`src/shared/sarcc_consts.svh`:
```
// Notes on behaviour
// (RULE_01) Host holds start high at least 500 ns
// (RULE_02) Start rise resets logic, clears result, flag high
// (RULE_03) Flag rises within 1.5 us of start
// (RULE_04) Bit sequence begins on start falling edge
// (RULE_05) Flag falls 10 to 30 us after start fall
// (RULE_06) Early enable exposes partial results on bus
// (RULE_07) Data driven only while enable low, within 250 ns; code drives on the fifth clock edge after enable, 400 to 500 ns
// (RULE_08) Data held 50 ns, floats within 200 ns; code floats on the sixth clock edge after release, 500 to 600 ns
// (RULE_09) Blind host waits 30 us before reading
// (RULE_10) Host gates address with write and read strobes
// (RULE_11) Any write starts; read returns result byte
// (RULE_12) Host may poll or interrupt on flag
// (RULE_13) Glue flip-flop stretches short write strobes
// (RULE_14) Sample-hold follows flag; wait 10 us after
// (RULE_15) Test bits MSB first, drop if sum exceeds
// (RULE_16) Flag falls only after LSB decision stored
`ifndef SARCC_CONSTS_SVH
`define SARCC_CONSTS_SVH
`define SARCC_CLK_NS        100
`define SARCC_FLAG_RISE_NS  1500
`define SARCC_FLAG_RISE_CYC ((`SARCC_FLAG_RISE_NS) / (`SARCC_CLK_NS))
`define SARCC_CONV_NS       20000
`define SARCC_CONV_CYC      ((`SARCC_CONV_NS) / (`SARCC_CLK_NS))
`define SARCC_HOLD_NS       50
`define SARCC_HOLD_CYC      (((`SARCC_HOLD_NS) + (`SARCC_CLK_NS) - 1) / (`SARCC_CLK_NS))
`define SARCC_BLIND_NS      30000
`define SARCC_BLIND_CYC     ((`SARCC_BLIND_NS) / (`SARCC_CLK_NS))
`define SARCC_ACQ_NS        10000
`define SARCC_ACQ_CYC       ((`SARCC_ACQ_NS) / (`SARCC_CLK_NS))
`define SARCC_RESULT_RST    8'h00
`endif

```
`src/shared/sarcc_pkg.sv`:
```
package sarcc_pkg;
  typedef enum logic [3:0] {
    SARCC_IDLE  = 4'h1,
    SARCC_ARMED = 4'h2,
    SARCC_BITS  = 4'h4,
    SARCC_DONE  = 4'h8
  } sarcc_state_t;
endpackage : sarcc_pkg

```
`src/hdl/sarcc_control.sv`:
```
`timescale 1ns/1ps
`include "sarcc_consts.svh"
module sarcc_control #(
  parameter int WIDTH   = 8,
  parameter int STEP_CY = `SARCC_CONV_CYC / WIDTH
) (
  input  wire logic             clock,
  input  wire logic             reset,
  input  wire logic             start,
  input  wire logic             output_enable_n,
  input  wire logic             comp_above,
  output logic                  result_ready_n,
  output logic [WIDTH-1:0]      dac_code,
  output logic [WIDTH-1:0]      data_out,
  output logic [WIDTH-1:0]      data_oe_n
);
  import sarcc_pkg::*;

  // Cycles from sampled start fall to sampled flag drop
  localparam int CONV_CYC = WIDTH * STEP_CY + 1;

  // Pin synchronisers; first stage feeds only the second
  logic [2:0] start_sync_reg, start_sync_next;
  logic [2:0] oe_sync_reg, oe_sync_next;
  logic       start_lvl_reg, start_lvl_next;
  logic       oe_lvl_reg, oe_lvl_next;

  always_comb begin
    start_sync_next = {start_sync_reg[1:0], start};
    oe_sync_next    = {oe_sync_reg[1:0], output_enable_n};
    start_lvl_next  = start_lvl_reg;
    oe_lvl_next     = oe_lvl_reg;
    // Level changes only when stages two and three agree
    if (start_sync_reg[1] == start_sync_reg[2]) begin
      start_lvl_next = start_sync_reg[2];
    end
    if (oe_sync_reg[1] == oe_sync_reg[2]) begin
      oe_lvl_next = oe_sync_reg[2];
    end
  end

  always_ff @(posedge clock or posedge reset) begin
    if (reset) begin
      start_sync_reg <= 3'h0;
      oe_sync_reg    <= 3'h7;
      start_lvl_reg  <= 1'b0;
      oe_lvl_reg     <= 1'b1;
    end else begin
      start_sync_reg <= start_sync_next;
      oe_sync_reg    <= oe_sync_next;
      start_lvl_reg  <= start_lvl_next;
      oe_lvl_reg     <= oe_lvl_next;
    end
  end

  wire start_rise = start_lvl_next & ~start_lvl_reg;
  wire start_fall = ~start_lvl_next & start_lvl_reg;

  // Conversion sequencer
  sarcc_state_t     state_reg, state_next;
  logic [WIDTH-1:0] sar_reg, sar_next;
  logic [WIDTH-1:0] trial_reg, trial_next;
  logic [15:0]      step_reg, step_next;
  logic             ready_n_reg, ready_n_next;

  always_comb begin
    state_next   = state_reg;
    sar_next     = sar_reg;
    trial_next   = trial_reg;
    step_next    = step_reg;
    ready_n_next = ready_n_reg;
    if (start_rise) begin
      // Restart wins over any conversion in flight
      state_next   = SARCC_ARMED;
      sar_next     = `SARCC_RESULT_RST; // RULE_02
      trial_next   = '0;
      ready_n_next = 1'b1;              // RULE_02 RULE_03
    end else begin
      unique case (state_reg)
        SARCC_IDLE: begin
        end
        SARCC_ARMED: begin
          if (start_fall) begin
            state_next = SARCC_BITS;     // RULE_04
            trial_next = {1'b1, {(WIDTH-1){1'b0}}};
            sar_next   = {1'b1, {(WIDTH-1){1'b0}}};
            step_next  = '0;
          end
        end
        SARCC_BITS: begin
          if (step_reg == 16'(STEP_CY - 1)) begin
            step_next = '0;
            // Drop the trial bit when the weighted sum overshoots
            if (comp_above) begin
              sar_next = sar_reg & ~trial_reg; // RULE_15
            end
            trial_next = trial_reg >> 1;
            if (trial_reg[0]) begin
              state_next = SARCC_DONE;
            end else begin
              sar_next = (comp_above ? (sar_reg & ~trial_reg) : sar_reg)
                         | (trial_reg >> 1);  // RULE_15
            end
          end else begin
            step_next = step_reg + 16'h0001;
          end
        end
        SARCC_DONE: begin
          // LSB already stored one cycle earlier
          ready_n_next = 1'b0;           // RULE_05 RULE_16
          state_next   = SARCC_IDLE;
        end
        default: state_next = SARCC_IDLE;
      endcase
    end
  end

  always_ff @(posedge clock or posedge reset) begin
    if (reset) begin
      state_reg   <= SARCC_IDLE;
      sar_reg     <= `SARCC_RESULT_RST;
      trial_reg   <= '0;
      step_reg    <= '0;
      ready_n_reg <= 1'b0;
    end else begin
      state_reg   <= state_next;
      sar_reg     <= sar_next;
      trial_reg   <= trial_next;
      step_reg    <= step_next;
      ready_n_reg <= ready_n_next;
    end
  end

  // Output buffers; a hold cycle keeps data after release
  logic             drive_reg, drive_next;
  logic [WIDTH-1:0] dout_reg, dout_next;
  logic [1:0]       hold_reg, hold_next;
  logic [WIDTH-1:0] oe_n_reg, oe_n_next;

  always_comb begin
    drive_next = drive_reg;
    dout_next  = dout_reg;
    hold_next  = hold_reg;
    if (!oe_lvl_reg) begin
      // Early enable shows partial code, as real part would
      drive_next = 1'b1;                 // RULE_07 RULE_06
      dout_next  = sar_reg;              // RULE_11
      hold_next  = 2'(`SARCC_HOLD_CYC);
    end else if (hold_reg != 2'h0) begin
      hold_next = hold_reg - 2'h1;       // RULE_08
    end else begin
      drive_next = 1'b0;                 // RULE_08
    end
    oe_n_next = {WIDTH{~drive_next}};    // RULE_07
  end

  always_ff @(posedge clock or posedge reset) begin
    if (reset) begin
      drive_reg <= 1'b0;
      dout_reg  <= '0;
      hold_reg  <= 2'h0;
      oe_n_reg  <= '1;
    end else begin
      drive_reg <= drive_next;
      dout_reg  <= dout_next;
      hold_reg  <= hold_next;
      oe_n_reg  <= oe_n_next;
    end
  end

  assign result_ready_n = ready_n_reg;
  assign dac_code       = sar_reg;
  assign data_out       = dout_reg;
  assign data_oe_n      = oe_n_reg;

  // Checks
  flag_rise_a: assert property (@(posedge clock) disable iff (reset) // RULE_03
    $rose(start_lvl_reg) |-> result_ready_n)
    else $error("flag not high after start rise");
  result_clear_a: assert property (@(posedge clock) disable iff (reset) // RULE_02
    $rose(start_lvl_reg) |-> dac_code == 8'h00)
    else $error("result not cleared on start");
  bits_on_fall_a: assert property (@(posedge clock) disable iff (reset) // RULE_04
    $rose(state_reg == SARCC_BITS) |-> $fell(start_lvl_reg))
    else $error("conversion began without start fall");
  conv_time_a: assert property (@(posedge clock) disable iff (reset || start_rise) // RULE_05
    $fell(start_lvl_reg) && state_reg == SARCC_BITS && !start_lvl_next
      |-> ##[CONV_CYC:CONV_CYC] $fell(result_ready_n))
    else $error("conversion time out of range");
  lsb_stored_a: assert property (@(posedge clock) disable iff (reset) // RULE_16
    $fell(result_ready_n) |-> $stable(dac_code) && $past(state_reg) == SARCC_DONE)
    else $error("flag fell before lsb stored");
  drive_low_a: assert property (@(posedge clock) disable iff (reset) // RULE_07
    !oe_lvl_reg |=> data_oe_n == 8'h00)
    else $error("data not driven under enable");
  float_a: assert property (@(posedge clock) disable iff (reset) // RULE_08
    $rose(oe_lvl_reg) |-> ##1 data_oe_n == 8'h00 ##2 data_oe_n == 8'hFF)
    else $error("float timing wrong");
  msb_first_a: assert property (@(posedge clock) disable iff (reset) // RULE_15
    $rose(state_reg == SARCC_BITS) |-> trial_reg == 8'h80)
    else $error("msb not tested first");
  conv_c: cover property (@(posedge clock) disable iff (reset) $fell(result_ready_n));
  read_c: cover property (@(posedge clock) disable iff (reset) $fell(data_oe_n[0]));
  restart_c: cover property (@(posedge clock) disable iff (reset)
    state_reg == SARCC_BITS && start_rise);
  // Sequencing keeps the flag high and tests one bit at a time
  busy_flag_a: assert property (@(posedge clock) disable iff (reset) // RULE_05
    state_reg == SARCC_BITS |-> result_ready_n)
    else $error("flag low during conversion");
  one_trial_a: assert property (@(posedge clock) disable iff (reset) // RULE_15
    state_reg == SARCC_BITS |-> $onehot(trial_reg))
    else $error("trial bit not one-hot");
  // Bus side: enabled data is the register, released bus floats
  read_data_a: assert property (@(posedge clock) disable iff (reset) // RULE_11
    !oe_lvl_reg |=> data_out == $past(dac_code))
    else $error("read data differs from result");
  float_bound_a: assert property (@(posedge clock) disable iff (reset) // RULE_08
    oe_lvl_reg [*3] |-> data_oe_n == 8'hFF)
    else $error("bus not floated after release");
  early_read_c: cover property (@(posedge clock) disable iff (reset)
    state_reg == SARCC_BITS && !oe_lvl_reg);
endmodule : sarcc_control

```
`config.mk`:
```
export PLATFORM = sky130hd
export DESIGN_NAME = sarcc_control
export DESIGN_NICKNAME = d
export VERILOG_FILES = /design/src/shared/sarcc_pkg.sv /design/src/hdl/sarcc_control.sv
export VERILOG_INCLUDE_DIRS = /design/src /design/src/shared
export SDC_FILE = /design/constraint.sdc
export NUM_CORES = 1
export LEC_CHECK = 0
export ABC_AREA = 1
export BUFFER_PORTS_ARGS = -buffer_cell sky130_fd_sc_hd__buf_4
export CORE_MARGIN = 2
export CORE_UTILIZATION = 60
export CTS_BUF_LIST = sky130_fd_sc_hd__clkbuf_2 sky130_fd_sc_hd__clkbuf_4 sky130_fd_sc_hd__clkbuf_8
export DETAILED_ROUTE_END_ITERATION = 16
export MAX_ROUTING_LAYER = met4
export PLACE_DENSITY = 0.89
export SLEW_MARGIN = 20
export SYNTH_ARGS = -nofsm -noshare
export SYNTH_HDL_FRONTEND = slang
export SYNTH_SLANG_ARGS = --single-unit
```
`constraint.sdc`:
```
create_clock -name clock -period 2.25 [get_ports clock]
set_input_delay 0.225 -clock clock [delete_from_list [all_inputs] [get_ports clock]]
set_output_delay 0.225 -clock clock [all_outputs]
set_load 0.02 [all_outputs]
```
Yosys cells after proc, flatten, opt, wreduce, memory -nomap -nowiden
Cells that the tools add are included.

operators by class
  add/sub/neg operators = 2
  eq/ne operators = 13
  mux-type cells = 24
  bitwise gates (word level) = 9
  reductions and logical operators = 7

operators with widths
  kind                                                  count
  two-way mux 8 bit                                     7
  two-way mux 16 bit                                    2
  one-hot mux 16 bit (2 select lines)                   1
  one-hot mux 8 bit (2 select lines)                    2
  adder 16 x 1 -> 16 bit, second input constant         1
  equality test 16 x 5 -> 1 bit, second input constant  1
  two-way mux 4 bit                                     4
  one-hot mux 4 bit (3 select lines)                    1
  != test 3 bit, second input constant                  3
  bitwise AND 8 bit                                     1
  inverter 8 bit                                        1
  OR 8 x 7 -> 8 bit                                     1
  AND reduction 3 bit                                   2
  nonzero test 2 bit                                    3
  two-way mux 1 bit                                     5
  equality test 4 x 1 -> 1 bit, second input constant   1
  equality test 4 x 2 -> 1 bit, second input constant   1
  equality test 4 x 3 -> 1 bit, second input constant   1
  equality test 4 bit, second input constant            1
  two-way mux 2 bit                                     2
  != test 2 bit, second input constant                  2
  inverter 1 bit                                        4
  AND reduction 4 bit                                   1
  nonzero test 3 bit                                    1
  other kinds (4)                                       6

storage, ports and cells
  register bits = 57
  output and inout port bits = 25
  word-level logic and storage cells = 68

Longest topological paths before layout
  depth after elaboration = 8
  mapped depth = 11

Worst setup path after synthesis
Ideal clock, no wire load.

  kind = register -> register
  start = reg start_lvl_reg
  end = reg step_reg[9]
  library setup time = 0.113 ns
  arrival = 1.546 ns
  path slack = 0.591 ns
  cell stages (with the launch flop) = 10
  path buffers = 0
  period minus slack after synthesis = 1.659 ns
  cell sequence = dfrtp_1 > a21oi_1 > nor2_1 > ha_1 > inv_1 > nand3_4 > a21oi_1 > o21ai_0 > nand2_1 > inv_1

between the ends
  cells in the longest elaborated chain, start to end = 5

RTL lines
  element                            RTL line              RTL
  start, declared                    sarcc_control.sv:25   logic start_lvl_reg, start_lvl_next;
  start signal, assigned             sarcc_control.sv:51   start_lvl_reg <= start_lvl_next;
  two-way mux 1 bit (*)              sarcc_control.sv:34   if (start_sync_reg[1] == start_sync_reg[2]) begin
  named net start_lvl_next           sarcc_control.sv:25
  inverter 1 bit                     sarcc_control.sv:57   wire start_fall = ~start_lvl_next & start_lvl_reg;
  bitwise AND 1 bit                  sarcc_control.sv:57
  != test 2 bit (no line)            -
  AND reduction 3 bit (no line) (*)  -
  end signal, assigned               sarcc_control.sv:129  step_reg <= step_next;
  end, declared                      sarcc_control.sv:63   logic [15:0] step_reg, step_next;

The timed path passes the listed nets; every way through them passes the cells marked *.
A chain may end at the register's enable or synchronous reset.

Worst setup path after layout
  start = reg start_lvl_reg
  end = reg trial_reg[6]

between the ends
  cells in the longest elaborated chain, start to end = 5

RTL lines
  element                        RTL line              RTL
  two-way mux 1 bit (*)          sarcc_control.sv:34
  named net start_lvl_next       sarcc_control.sv:25
  inverter 1 bit                 sarcc_control.sv:57
  bitwise AND 1 bit              sarcc_control.sv:57
  != test 3 bit (no line)        -
  AND reduction 3 bit (no line)  -
  end signal, assigned           sarcc_control.sv:128  trial_reg <= trial_next;
  end, declared                  sarcc_control.sv:62   logic [WIDTH-1:0] trial_reg, trial_next;

Marked as above.

==> results.md <==
* Status: finished clean
* Setup crit start kind: register
* Total CTS buffers at 9
* Max Clock Freq at 480 MHz
* Hold-fix buffers at CTS at 3
* Area of the multi-input gates at 1390 µm²
* Post-CTS Setup Inserts at 0
* I/O Pins at 30
* Slack of the critical path at 0.167 ns
* Synth-to-Final Area Change at 13.0%
* Syn_area_per_cell at 7.61 µm²
* Crit path required time at 2.48 ns
* Grt total ovfl at 0
* Mapped Area at 3190 µm²
* Post-synth EDFFs at 0
* Clock transition at path regs at 0.07 ns
* Slew at the pin with the worst max-slew slack at 0.581 ns
* CTS tree: done
* Setup_tns at 0 ns
* Max FO, Critical Path at 22
* Met3 Track Usage GR at 0.0506
* Worst skew pair latency at 0.35 ns
* Post-synthesis register bit count at 57
* I/O Buffers at 29
* Setup Skew at 0.00823 ns
* Post-synth top area share at 0.400
* Tot GR Track Use at 0.272
* Antenna viol nets, final at 0
* Root buf cell: clkbuf_8
* Fill count at 374
* Max FFs per register at 16
* Effective utilization at floorplan at 0.624
* Die area at 5910 µm²
* Slew margin rel. at 0.612
* Initial antenna violation count at 0
* Min Tclk post-route at 2.08 ns
* Dpl hpwl at 4850 µm
* Post-synth ARST share at 1.00
* Critical path type: reg2reg
* Die width at 76.9 µm
* Worst Hold Class: in2reg
* Maximum root-to-sink buffer count at 2
* Ys Warns at 0
* Leak at 1.77 nW
* Global-route wire length before repair at 12200 µm
* FP Rows at 26
* CTS HTree Levels at 3
* Synth top area cells: dfrtp_1 (40%), nand2_1 (13%), nand3_1 (6.6%)
* Placed Area at 3380 µm²
* Clock sink count at 57
* Via Count at 2906
* Pre-Repair DR Iteration Count at 7
* Final setup violation count at 0
* Pre-CTS setup slack at 0.192 ns
* Post-Syn Nets at 429
* Via density at 5.62
* Largest net degree at the start of global routing at 33
* Most frequent cells after synthesis: nand2_1 (110), dfrtp_1 (51), inv_1 (50)
* PD cells at 862 nW/µm²
* Layout cells sized above 1 at 0.168
* Drt drc at 0
* CTS resizes at 0
* Sequential element share of the synthesized area at 0.450
* Sequential Area at 1430 µm²
* Initial DRC Count at 412
* Design area at 3600 µm²
* Slew Viols, Final at 0
* Nets at 452
* Total Wirelength at 7300 µm
* Most used standard cell by instance count after synthesis: nand2_1
* Period utilization at 0.926
* Max rail drop VDD at 0.000543 V
* Worst Setup End Kind: register
* DR WL/cell at 14.1 µm
* Synth area leader: dfrtp_1
* Global routing's busiest layer: met2
* GR met1 Demand/Resource at 0.361
* M2 GR Usage at 0.399
* RSZ-0062 raised after global routing: false
* Final Hold Fails at 0
* Synth unique cells at 28
* Core area at 5110 µm²
* Dominant synthesized flop cell: dfrtp_1
* Antenna fix cells at 0
* Max-cap violation count at 0
* Vias in the first global route at 2628
* RePlAce Congestion at 0.922
* Critical Path AT at 2.31 ns
* Syn Inst Count at 419
* Die height at 76.9 µm
-- cell families (layout without fill, tap and decap cells) --
group,after synthesis,count (layout),synth area share
compound gates,42,42,0.0690
xor+xnor,3,3,0.00824
fa+ha+maj,6,6,0.0228
buf+inv,79,107,0.116
flops,57,57,0.450
simple gates,232,232,0.335
-- final timing paths --
kind,slack (ns),to,start,cells after the start
setup / recovery,0.17,trial_reg[6],start_lvl_reg,10
hold / removal,0.35,dac_code[7],comp_above,5
setup reg to reg,0.17,trial_reg[6],start_lvl_reg,10
hold reg to reg,0.36,oe_sync_reg[1],oe_sync_reg[0],0
max in group asynchronous,1.11,data_oe_n[0],reset,4
min in group asynchronous,0.50,hold_reg[1],reset,3
-- layer usage --
layer | vias up | part of all wire
met2 | 141 | 0.46
met1 | 1360 | 0.44
met4 | 0 | 0.030
li1 | 1385 | -
met5 | - | 0
met3 | 20 | 0.070
-- power by group --
part | switching [W] | total (W) | internal [W]
clock network | 0.000432 | 0.000939 | 0.000507
registers | 0.000121 | 0.00127 | 0.00115
logic | 0.000598 | 0.000892 | 0.000294
-- cell usage in the layout, fill, tap and decap left out --
cell	instances
a211oi_1	1
a21o_1	1
a21oi_1	11
buf_12	1
buf_4	33
bufinv_16	1
clkbuf_8	9
clkinv_2	2
clkinv_4	1
clkinvlp_4	3
dfrtp_1	51
dfstp_2	6
dlygate4sd3_1	3
ha_1	5
inv_1	49
inv_2	5
maj3_1	1
nand2_1	110
nand2_2	3
nand2_4	2
nand3_1	42
nand3_4	2
nand4_1	28
nor2_1	37
nor2_2	6
nor2_4	1
nor3_1	1
o21ai_0	20
o21ai_1	7
o21bai_1	2
xor2_1	3
-- metrics by stage --
step                utilization  hold slack, ns  cells  power [W]
global placement          0.661           0.326    498    0.00213
detailed placement        0.661           0.331    498    0.00216
CTS                       0.706           0.335    517    0.00311
finish                    0.706           0.345    517    0.00311
global route              0.706           0.361    517    0.00327
floorplan                     -           0.229    419    0.00199
-- worst max-delay path, stage by stage (launching register included) --
cell and delay (ns):
dfrtp_1 0.40, a21oi_1 0.08, nor2_1 0.17, ha_1 0.32, inv_1 0.13, nand3_4 0.15, inv_2 0.08, nand2_4 0.21
nand3_4 0.22, nand2_1 0.14, nand2_1 0.06
-- final cells by class --
| class | instances | area share |
|---|---|---|
| clock buffer | 9 | 0.0344 |
| clock inverter | 7 | 0.0198 |
| inverter | 54 | 0.0562 |
| multi-input combinational | 283 | 0.385 |
| sequential | 57 | 0.398 |
| tap | 70 | 0.0243 |
| timing repair buffer | 37 | 0.0826 |
No activity file was read; power rests on OpenSTA's default activity.
